## config.mk

```make
export PLATFORM = sky130hd
export DESIGN_NAME = ptreg_top
export DESIGN_NICKNAME = d
export VERILOG_FILES = /design/src/ptreg_top.v
export VERILOG_INCLUDE_DIRS = /design/src
export SDC_FILE = /design/constraint.sdc
export NUM_CORES = 1
export LEC_CHECK = 0
export BUFFER_PORTS_ARGS = -buffer_cell sky130_fd_sc_hd__buf_2
export CORE_MARGIN = 4
export CORE_UTILIZATION = 55
export CTS_CLUSTER_SIZE = 20
export DETAILED_ROUTE_END_ITERATION = 12
export PLACE_DENSITY_LB_ADDON = 0.1
export SYNTH_ARGS = -nofsm -noshare
export SYNTH_HDL_FRONTEND = slang
export SYNTH_SLANG_ARGS = --single-unit
```

## constraint.sdc

```tcl
create_clock -name CLK -period 3.45 [get_ports CLK]
set_input_delay 0.69 -clock CLK [delete_from_list [all_inputs] [get_ports CLK]]
set_output_delay 0.69 -clock CLK [all_outputs]
set_load 0.05 [all_outputs]
```

## src/ptreg_defines.vh

```
// Register offsets, field positions and reset values of the egress timestamp and
// trigger register slice. Assumes a 16-bit register port with byte offsets.
`ifndef PTREG_DEFINES_VH
`define PTREG_DEFINES_VH
`define PTREG_ADDR_W              12
`define PTREG_SYNC_LOW_OFS        12'h64c
`define PTREG_SYNC_HIGH_OFS       12'h64e
`define PTREG_PDLY_LOW_OFS        12'h650
`define PTREG_PDLY_HIGH_OFS       12'h652
`define PTREG_PIN_LEVELS_OFS      12'h680
`define PTREG_PIN_DIR_OFS         12'h682
`define PTREG_TRIG_FLAGS_OFS      12'h688
`define PTREG_TRIG_MASK_OFS       12'h68a
`define PTREG_HIGH_SEC_MSB        15
`define PTREG_HIGH_SEC_LSB        14
`define PTREG_HIGH_NS_MSB         13
`define PTREG_NUM_PINS            7
`define PTREG_NUM_TRIG            12
`define PTREG_CHIP_IRQ_BIT        10
`define PTREG_TIME_RESET          16'h0000
`define PTREG_PIN_DIR_RESET       7'h00
`define PTREG_TRIG_RESET          12'h000
`endif

```

## src/ptreg_top.v

```verilog
// Egress timestamp, pin direction and trigger interrupt register slice.
// Assumes the register port is synchronous to CLK and accesses are single cycle.
// What this block does
// - Sync low word holds egress nanoseconds 15:0.
// - Sync high word: seconds 1:0 in bits 15-14, nanoseconds 29:16 in 13-0.
// - Peer delay reply low word holds egress nanoseconds 15:0.
// - Peer delay reply high word: seconds 1:0 at 15-14, nanoseconds 29:16 at 13-0.
// - Pin levels read in bits 6:0, upper bits zero.
// - Direction bit 0 selects trigger output, 1 timestamp input; reset zero.
// - Trigger unit done or error sets its flag; units 12..1 on bits 11:0.
// - Writing one clears a flag; writing zero leaves it.
// - Chip interrupt status bit 10 is the OR of all twelve flags.
// - Twelve mask bits, reset zero, enable each unit interrupt.
// - Chip interrupt enable bit 10 is the OR of all twelve mask bits.
//
// Decided for this implementation: the address-and-strobe port.
`include "ptreg_defines.vh"
`timescale 1ns/100ps
`default_nettype none
module ptreg_top #(
	parameter NUM_PINS = `PTREG_NUM_PINS,
	parameter NUM_TRIG = `PTREG_NUM_TRIG
) (
	input  wire                      CLK,
	input  wire                      NRST,
	input  wire                      CE,
	input  wire [`PTREG_ADDR_W-1:0]  ADDR,
	input  wire [15:0]               WDATA,
	input  wire                      WR,
	input  wire                      RD,
	output reg  [15:0]               RDATA,
	input  wire                      SYNC_SENT,
	input  wire                      PDLY_SENT,
	input  wire [1:0]                EGRESS_SEC,
	input  wire [29:0]               EGRESS_NS,
	input  wire [NUM_PINS-1:0]       PIN_LEVELS,
	output wire [NUM_PINS-1:0]       PIN_DIRECTION,
	input  wire [NUM_TRIG-1:0]       TRIG_EVENT,
	output wire [15:0]               CHIP_INTERRUPT_STATUS,
	output wire [15:0]               CHIP_INTERRUPT_ENABLE,
	output wire                      IRQ
);

	reg  [15:0]         sync_low;
	reg  [15:0]         sync_high;
	reg  [15:0]         pdly_low;
	reg  [15:0]         pdly_high;
	reg  [NUM_PINS-1:0] pin_dir;
	reg  [NUM_TRIG-1:0] trig_flags;
	reg  [NUM_TRIG-1:0] trig_mask;
	reg  [15:0]         next_rdata;
	wire [15:0]         egress_high;
	wire                flags_any;
	wire                mask_any;

	// Returns high when a write strobe targets the given offset.
	function wr_hit;
		input                     strobe;
		input [`PTREG_ADDR_W-1:0] addr;
		input [`PTREG_ADDR_W-1:0] ofs;
		begin
			wr_hit = strobe && (addr == ofs);
		end
	endfunction

	assign egress_high = {EGRESS_SEC, EGRESS_NS[29:16]};

	always @(posedge CLK or negedge NRST) begin
		if (!NRST) begin
			sync_low  <= `PTREG_TIME_RESET;
			sync_high <= `PTREG_TIME_RESET;
			pdly_low  <= `PTREG_TIME_RESET;
			pdly_high <= `PTREG_TIME_RESET;
		end else if (CE) begin
			// A frame capture takes priority over a host write in the same cycle.
			if (SYNC_SENT) begin
				sync_low  <= EGRESS_NS[15:0];
				sync_high <= egress_high;
			end else begin
				if (wr_hit(WR, ADDR, `PTREG_SYNC_LOW_OFS))
					sync_low <= WDATA;
				if (wr_hit(WR, ADDR, `PTREG_SYNC_HIGH_OFS))
					sync_high <= WDATA;
			end
			if (PDLY_SENT) begin
				pdly_low  <= EGRESS_NS[15:0];
				pdly_high <= egress_high;
			end else begin
				if (wr_hit(WR, ADDR, `PTREG_PDLY_LOW_OFS))
					pdly_low <= WDATA;
				if (wr_hit(WR, ADDR, `PTREG_PDLY_HIGH_OFS))
					pdly_high <= WDATA;
			end
		end
	end

	always @(posedge CLK or negedge NRST) begin
		if (!NRST) begin
			pin_dir   <= `PTREG_PIN_DIR_RESET;
			trig_mask <= `PTREG_TRIG_RESET;
		end else if (CE) begin
			if (wr_hit(WR, ADDR, `PTREG_PIN_DIR_OFS))
				pin_dir <= WDATA[NUM_PINS-1:0];
			if (wr_hit(WR, ADDR, `PTREG_TRIG_MASK_OFS))
				trig_mask <= WDATA[NUM_TRIG-1:0];
		end
	end

	// Each flag is sticky; a new event in the clearing cycle keeps it set.
	genvar i;
	generate
		for (i = 0; i < NUM_TRIG; i = i + 1) begin : g_flag
			always @(posedge CLK or negedge NRST) begin
				if (!NRST) begin
					trig_flags[i] <= 1'b0;
				end else if (CE) begin
					if (TRIG_EVENT[i])
						trig_flags[i] <= 1'b1;
					else if (wr_hit(WR, ADDR, `PTREG_TRIG_FLAGS_OFS) && WDATA[i])
						trig_flags[i] <= 1'b0;
				end
			end
		end
	endgenerate

	assign flags_any = |trig_flags;
	assign mask_any  = |trig_mask;
	assign CHIP_INTERRUPT_STATUS = {5'h00, flags_any, 10'h000};
	assign CHIP_INTERRUPT_ENABLE = {5'h00, mask_any, 10'h000};
	assign IRQ = |(trig_flags & trig_mask);
	assign PIN_DIRECTION = pin_dir;

	always @* begin
		next_rdata = 16'h0000;
		case (ADDR)
			`PTREG_SYNC_LOW_OFS:   next_rdata = sync_low;
			`PTREG_SYNC_HIGH_OFS:  next_rdata = sync_high;
			`PTREG_PDLY_LOW_OFS:   next_rdata = pdly_low;
			`PTREG_PDLY_HIGH_OFS:  next_rdata = pdly_high;
			`PTREG_PIN_LEVELS_OFS: next_rdata[NUM_PINS-1:0] = PIN_LEVELS;
			`PTREG_PIN_DIR_OFS:    next_rdata[NUM_PINS-1:0] = pin_dir;
			`PTREG_TRIG_FLAGS_OFS: next_rdata[NUM_TRIG-1:0] = trig_flags;
			`PTREG_TRIG_MASK_OFS:  next_rdata[NUM_TRIG-1:0] = trig_mask;
			default:               next_rdata = 16'h0000;
		endcase
	end

	// Read data stands only in the cycle after the read strobe.
	always @(posedge CLK or negedge NRST) begin
		if (!NRST)
			RDATA <= 16'h0000;
		else if (CE)
			RDATA <= RD ? next_rdata : 16'h0000;
	end

endmodule
`default_nettype wire

```

# Yosys cells after proc, flatten, opt, wreduce, memory -nomap -nowiden
# Index checks and enable logic that the tools add are counted.
[word_totals]
register_bits = 111
latchBits = 0
ram_bits = 0
mem_bits_ro = 0
input_bits = 86
output_inout_bits = 56
elab_cells = 120
memories = 0
[classes]
n_addsub = 0
multipliers = 0
div_mod_pow = 0
order_cmp = 0
n_eq_ne = 8
n_shift = 0
mux = 36
n_bitwise = 1
reduce_logical = 56
[op_table]
columns = ["operator", "count"]
rows = [
  ["16-bit 2-to-1 mux", 9],
  ["12-bit by 11-bit == test with 1-bit output (second input constant)", 8],
  ["7-bit one-hot mux with 8 select lines", 1],
  ["2-bit AND reduction", 18],
  ["12-bit OR reduction", 3],
  ["2-bit nonzero test", 16],
  ["5-bit one-hot mux with 6 select lines", 1],
  ["1-bit 2-to-1 mux", 24],
  ["1-bit logical AND", 19],
  ["4-bit one-hot mux with 4 select lines", 1],
  ["12-bit bitwise AND", 1],
]

# Depth between registers and ports, before layout
# Gate-level depths: netlist (run 1).
[depth]
ltp_word = 5
mapped_depth = 7
ltp_nobuf = 4

# Worst setup path before layout (run 1)
# Ideal clock, no wire load.
[synth_timing]
path_kind = "input to register"
startpoint = "in ADDR[0]"
endpoint = "reg trig_mask[0]"
setup_ns = 0.125
arrival_time_ns = 2.345
t_required_ns = 3.325
slack_ns = 0.980
path_stages = 6
path_buffers = 2
cell_sequence = "or4b_4 > buf_6 > nor2_1 > and4_1 > buf_4 > mux2_2"
[synth_between]
elab_chain_len = 3
[synth_lines]
columns = ["item", "line", "text"]
rows = [
  ["start: declaration", "ptreg_top.v:27", "input wire [`PTREG_ADDR_W-1:0] ADDR,"],
  ["12-bit by 11-bit == test with 1-bit output", "ptreg_top.v:62", "wr_hit = strobe && (addr == ofs);"],
  ["1-bit logical AND", "ptreg_top.v:62", ""],
  ["2-bit AND reduction (no source line)", "--", ""],
  ["end signal: assignment", "ptreg_top.v:100", "trig_mask <= `PTREG_TRIG_RESET;"],
  ["end signal: assignment", "ptreg_top.v:105", "trig_mask <= WDATA[NUM_TRIG-1:0];"],
  ["end: declaration", "ptreg_top.v:50", "reg [NUM_TRIG-1:0] trig_mask;"],
]
# Every way passes these cells.
# A chain may end at the register's enable or synchronous reset.

# Worst setup path in the final report (run 1)
[layout_timing]
startpoint = "in ADDR[3]"
endpoint = "reg pdly_low[3]"
[layout_between]
elab_chain_len = 4
[layout_lines]
columns = ["item", "line", "text"]
rows = [
  ["12-bit by 11-bit == test with 1-bit output", "ptreg_top.v:62", ""],
  ["1-bit logical AND", "ptreg_top.v:62", ""],
  ["2-bit nonzero test (no source line)", "--", ""],
  ["2-bit AND reduction (no source line)", "--", ""],
  ["end signal: assignment", "ptreg_top.v:72", "pdly_low <= `PTREG_TIME_RESET;"],
  ["end signal: assignment", "ptreg_top.v:86", "pdly_low <= EGRESS_NS[15:0];"],
  ["end: declaration", "ptreg_top.v:46", "reg [15:0] pdly_low;"],
]
# Every way passes these cells.

==> flow_metrics.env, run 1 <==
export IMPL_status="finished, final reports clean"
export IMPL_ios=142
export IMPL_fin_skew_ps=5.406
export IMPL_dr_wl_met3_um=1601
export IMPL_synth_edf_count=0
export IMPL_ys_types=63
export IMPL_syn_instance_count=583
export IMPL_yosys_area_share_simple_pct=19.51
export IMPL_synthAdderAreaFrac_pct=0
export IMPL_fillers=927
export IMPL_layout_drive_gt1_share_pct=37.21
export IMPL_criticalPathCategory="in -> reg"
export IMPL_layout_nets=761
export IMPL_hold_viol_final=0
export IMPL_grt_max_degree=58
export IMPL_clockBufferDepth=2
export IMPL_core_area_um2=10940
export IMPL_dieWidth_um=114.4
export IMPL_rows=38
export IMPL_postCtsHoldBufs=0
export IMPL_topRoutingLayerUsed="met4"
export IMPL_hp_class="in -> async"
export IMPL_start_util_pct=56.93
export IMPL_required_ps=3690
export IMPL_synth_xor_area_share_pct=0
export IMPL_worst_pin_slew_ps=889.8
export IMPL_drv_cap=0
export IMPL_cts_resized=0
export IMPL_fmax_mhz=361.5
export IMPL_ff2ff_setup_slack_ps=2020
export IMPL_io_buffers=111
export IMPL_startpoint_type="primary input"
export IMPL_synth_top_family_by_area="compound AO/OA/AOI/OAI gates"
export IMPL_syn_area_um2=6226
export IMPL_dp_hpwl_um=13340
export IMPL_power_density_nw_per_um2=424.4
export IMPL_arrival_ps=3010
export IMPL_ir_drop_mv=0.4850
export IMPL_track_usage_pct=29.09
export IMPL_synth_mux_area_share_pct=9.003
export IMPL_setup_viol=0
export IMPL_numCtsBuffers=9
export IMPL_rsz0062_at_grt="no"
export IMPL_wirelength_met1_um=7845
export IMPL_via_count=5320
export IMPL_relSlewSlack_pct=40.46
export IMPL_grt_first_pass_wirelength_um=29200
export IMPL_die_h_um=114.4
export IMPL_overflow=0
export IMPL_endpoint_kind="flip-flop"
export IMPL_routed_wl_um=18800
export IMPL_antenna_found_initial=0
export IMPL_tns_ps=0
export IMPL_drt_first_pass_iters=5
export IMPL_dieArea_um2=13090
export IMPL_synth_compound_area_share_pct=19.63
export IMPL_drt_antenna_violating_nets=0
export IMPL_antenna_cells=0
export IMPL_root_buffer="clkbuf_16"
export IMPL_drt_iter0_drc=587
export IMPL_async_flop_share_pct=100.0
export IMPL_wl_met2_um=8989
export IMPL_ys_seq_elements=111
export IMPL_drc=0
export IMPL_ys_warn_count=0
export IMPL_ys_seq_area_share_pct=44.61
export IMPL_postCtsSetupBuffers=0
export IMPL_wl_per_cell_um=22.93
export IMPL_cts_tree="yes"
export IMPL_gp_congestion=0.9264
export IMPL_post_route_period_util_pct=80.17
export IMPL_grt_pass1_vias=5286
export IMPL_leakage_nw=3.067
export IMPL_h_tree_depth=3
export IMPL_syn2layout_area_growth_pct=13.48
export IMPL_report_final_slew_viol_count=0
export IMPL_clkLatencyLatePin_ps=350
export IMPL_final_common_cell="dfrtp_1"
export IMPL_path_max_fanout=23
export IMPL_synthFlopType="dfrtp_1"
export IMPL_finalPower_w=0.002999
export IMPL_final_cell_mix="dfrtp_1, buf_2, nor3_1"
export IMPL_fin_crit_ps=2766
export IMPL_cts_sinks=111
export IMPL_path_clk_slew_ps=70
export IMPL_avgViaCountPerCell=6.488
export IMPL_avgSynthCellArea_um2=10.68
-- synthesized netlist by cell type (5+ instances only) --
cell / count / area [um2]
a21oi_1: 7 / 35.03
a221o_1: 6 / 60.06
a22o_1: 21 / 183.9
a22oi_1: 10 / 75.07
buf_2: 6 / 30.03
buf_4: 33 / 247.7
clkbuf_1: 29 / 108.9
dfrtp_1: 111 / 2778
mux2_2: 30 / 337.8
mux2i_1: 20 / 200.2
nand2_1: 16 / 60.06
nand2b_1: 19 / 118.9
nand3_1: 23 / 115.1
nor2_1: 21 / 78.83
nor2b_1: 5 / 31.28
nor3_1: 52 / 260.3
nor4_1: 7 / 43.79
o21ai_0: 7 / 35.03
o221a_1: 9 / 101.4
o221a_2: 38 / 427.9
o22ai_1: 7 / 43.79
or2_2: 31 / 193.9
-- state kept, by name, summed over array words and instances, names as in the netlist --
name,count
trig_mask,12
pdly_low,16
RDATA,16
trig_flags,12
PIN_DIRECTION,7
sync_high,16
sync_low,16
pdly_high,16
-- per-layer routing --
layer	vias to the layer above	track usage, %
li1	2362	-
met1	2647	39.72
met2	278	45.71
met3	33	7.452
met4	0	9.026
met5	-	0
-- stage by stage --
| stage | instance area, um2 | instances | hold WS (ps) | setup WS, ps | utilization, % |
|---|---|---|---|---|---|
| 6_report | 7066 | 820 | 403.1 | 684.0 | 64.61 |
| 5_1_grt | 7066 | 820 | 436.7 | 617.9 | 64.61 |
| 4_1_cts | 7066 | 820 | 422.4 | 748.3 | 64.61 |
| 3_5_place_dp | 6766 | 804 | 476.1 | 369.8 | 61.88 |
| 3_3_place_gp | 6766 | 804 | 468.7 | 537.3 | 61.88 |
| 2_1_floorplan | 6335 | 612 | 394.4 | 979.7 | - |
-- critical path: stages --
cell,delay [ps]
buf_2,250
or3b_2,640
nor3_1,460
nand2_1,540
o221a_2,410
-- where the power goes --
part           internal (W)  switching (W)  total, W
Clock              0.000584       0.000473   0.00106
Combinational      0.000196       0.000287  0.000484
Sequential          0.00140      0.0000606   0.00146
-- logic make-up (layout without fill, tap and decap cells) --
family	after synthesis	count (layout)
DFF	111	111
muxes	51	51
other	1	30
and+or+nand+nor	208	208
buffers and inverters	78	146
AOI/OAI and AO/OA	134	134
-- layout make-up --
type	count	area, um2	share of cell area [%]
Clock buffer	11	242.7	3.435
Clock inverter	5	56.30	0.7969
Inverter	4	15.01	0.2125
Multi-Input combinational cell	423	3115	44.09
Sequential cell	111	2778	39.31
Tap cell	140	175.2	2.479
Timing Repair Buffer	126	683.2	9.669
-- final timing paths --
path / startpoint / end / cells after the start
worst max register to register: trig_flags[11] / RDATA[11] / 4
max in group asynchronous: NRST / sync_low[14] / 2
worst max-delay path: ADDR[3] / pdly_low[3] / 5
worst min-delay path: NRST / trig_flags[10] / 1
worst min register to register: RDATA[13] / RDATA[13] / 1
min in group CLK: RDATA[13] / RDATA[13] / 1
No activity file was read; power rests on OpenSTA's default activity.
==> run 2, diff against run 1 <==
- clock period: 3.45 -> 2.6 ns (I/O delays scaled with it)
==> run 2 against run 1 <==
Effect of this change: clock power grew 25%; sequential share of layout area shrank 1.0 points; clock skew grew 3.6 ps; cell count grew 2.8%; combinational power grew 37%; clock-buffer cell count grew 2; sequential cell count is the same; largest power group unchanged.
==> flow_metrics.env, run 2 (synthesis gave the netlist of run 1 again) <==
export IMPL_h_tree_depth=3
export IMPL_drt_antenna_violating_nets=0
export IMPL_startpoint="trig_flags[10]"
export IMPL_wl_per_cell_um=23.00
export IMPL_cpMaxStageDelayCell="dfrtp_1"
export IMPL_r2r_cells=4
export IMPL_path_clk_slew_ps=60
export IMPL_fmax_mhz=468.7
export IMPL_startpoint_type="flip-flop"
export IMPL_slowest_delay_ps=450
export IMPL_clkLatencyLatePin_ps=350
export IMPL_postCtsSetupBuffers=0
export IMPL_cp_top_family="compound AO/OA/AOI/OAI gates"
export IMPL_worstPathCellList="a22o_1, a221oi_1, nand3_1, buf_2"
export IMPL_r2r_end="RDATA[11]"
export IMPL_wirelength_met1_um=7758
export IMPL_dp_cells=828
export IMPL_avgViaCountPerCell=6.515
export IMPL_reg2reg_from="trig_mask[11]"
export IMPL_crit_end="IRQ"
export IMPL_drc=0
export IMPL_hp_class="in -> async"
export IMPL_fin_skew_ps=9.044
export IMPL_wl_met2_um=9364
export IMPL_start_util_pct=56.93
export IMPL_endpoint_kind="primary output"
export IMPL_root_buffer="clkbuf_16"
export IMPL_arrival_ps=1610
export IMPL_tns_ps=0
export IMPL_final_common_cell="dfrtp_1"
export IMPL_final_cell_mix="dfrtp_1, buf_2, nor3_1"
export IMPL_dieArea_um2=13090
export IMPL_ff2ff_setup_slack_ps=1200
export IMPL_cts_tree="yes"
export IMPL_setup_viol=0
export IMPL_numCtsBuffers=9
export IMPL_postCtsHoldBufs=0
export IMPL_grt_max_degree=57
export IMPL_required_ps=2080
export IMPL_overflow=0
export IMPL_cts_resized=0
export IMPL_fin_util_pct=66.36
export IMPL_ir_drop_mv=0.4428
export IMPL_routed_wl_um=19390
export IMPL_clockBufferDepth=2
export IMPL_grt_first_pass_wirelength_um=30140
export IMPL_power_density_nw_per_um2=541.1
export IMPL_gp_congestion=0.9360
export IMPL_syn2layout_area_growth_pct=16.56
export IMPL_dp_hpwl_um=14260
export IMPL_antenna_found_initial=0
export IMPL_track_usage_pct=30.07
export IMPL_via_count=5492
export IMPL_dp_worst_setup_slack_ps=175.3
export IMPL_drt_iter0_drc=681
export IMPL_worst_pin_slew_ps=630.7
export IMPL_status="finished, final reports clean"
export IMPL_dr_wl_met3_um=1837
export IMPL_critPathBufInv=1
export IMPL_post_route_period_util_pct=82.07
export IMPL_fin_ws_ps=466.2
export IMPL_rsz0062_at_grt="no"
export IMPL_cts_sinks=111
export IMPL_hold_viol_final=0
export IMPL_path_max_fanout=4
export IMPL_io_buffers=111
export IMPL_finalNonFillerCells=843
export IMPL_core_area_um2=10940
export IMPL_dieWidth_um=114.4
export IMPL_grt_pass1_vias=5594
export IMPL_leakage_nw=3.177
export IMPL_antenna_cells=0
export IMPL_layout_drive_gt1_share_pct=39.26
export IMPL_layout_nets=785
export IMPL_die_h_um=114.4
export IMPL_fin_crit_ps=2134
export IMPL_cp_num_cells=4
export IMPL_report_final_slew_viol_count=0
export IMPL_drt_first_pass_iters=5
export IMPL_criticalPathCategory="reg -> out"
export IMPL_ios=142
export IMPL_drv_cap=0
export IMPL_topRoutingLayerUsed="met4"
export IMPL_relSlewSlack_pct=57.51
export IMPL_rows=38
[run 2: changes by cell type in the layout (fill, tap and decap cells not counted), sizes merged]
cell	delta
buf	+24
clkbuf	+2
clkinv	-2
bufinv	-1
clkinvlp	+1
inv	-1
[run 2: final cells by class]
class	instances	area, um2
sequential	111	2778
inverter	4	15.01
tap	140	175.2
timing repair buffer	150	888.4
clock inverter	2	15.01
fill	875	3679
clock buffer	13	270.3
multi-input combinational	423	3115
[run 2: layer usage]
layer / vias up / global-route usage, %
met4: 0 / 9.660
met5: - / 0
li1: 2409 / -
met2: 310 / 48.62
met1: 2728 / 40.61
met3: 45 / 6.237
[run 2: how the worst min path moves through the flow]
stage	slack [ps]	cells past startpoint	start	endpoint
6_report	120	1	NRST	trig_flags[10]
5_1_grt	150	1	NRST	trig_flags[8]
4_1_cts	130	1	NRST	PIN_DIRECTION[3]
3_5_place_dp	470	2	RDATA[10]	RDATA[10]
3_3_place_gp	470	2	RDATA[10]	RDATA[10]
2_1_floorplan	220	0	NRST	PIN_DIRECTION[0]
[run 2: power breakdown]
part | leakage (nW) | switching (W) | internal [W]
clock network | 0.134 | 0.000608 | 0.000724
logic | 1.74 | 0.000388 | 0.000273
registers | 1.30 | 0.0000786 | 0.00185
total | 3.18 | 0.00107 | 0.00285
[run 2: metrics by stage]
stage                     cell area [um2]  power [W]  hold slack, ps
final                                7257   0.003927           121.6
after global routing                 7257   0.004079           145.5
after CTS                            7257   0.003933           129.0
after detailed placement             6972   0.002617           472.4
after global placement               6972   0.002594           470.1
after floorplan                      6335   0.002393           224.4
[run 2: worst reg2reg max path, stage by stage (launching register included)]
cell and delay (ps):
dfrtp_1 430, mux2i_1 130, or4_1 500, o311a_1 140, a21oi_1 140
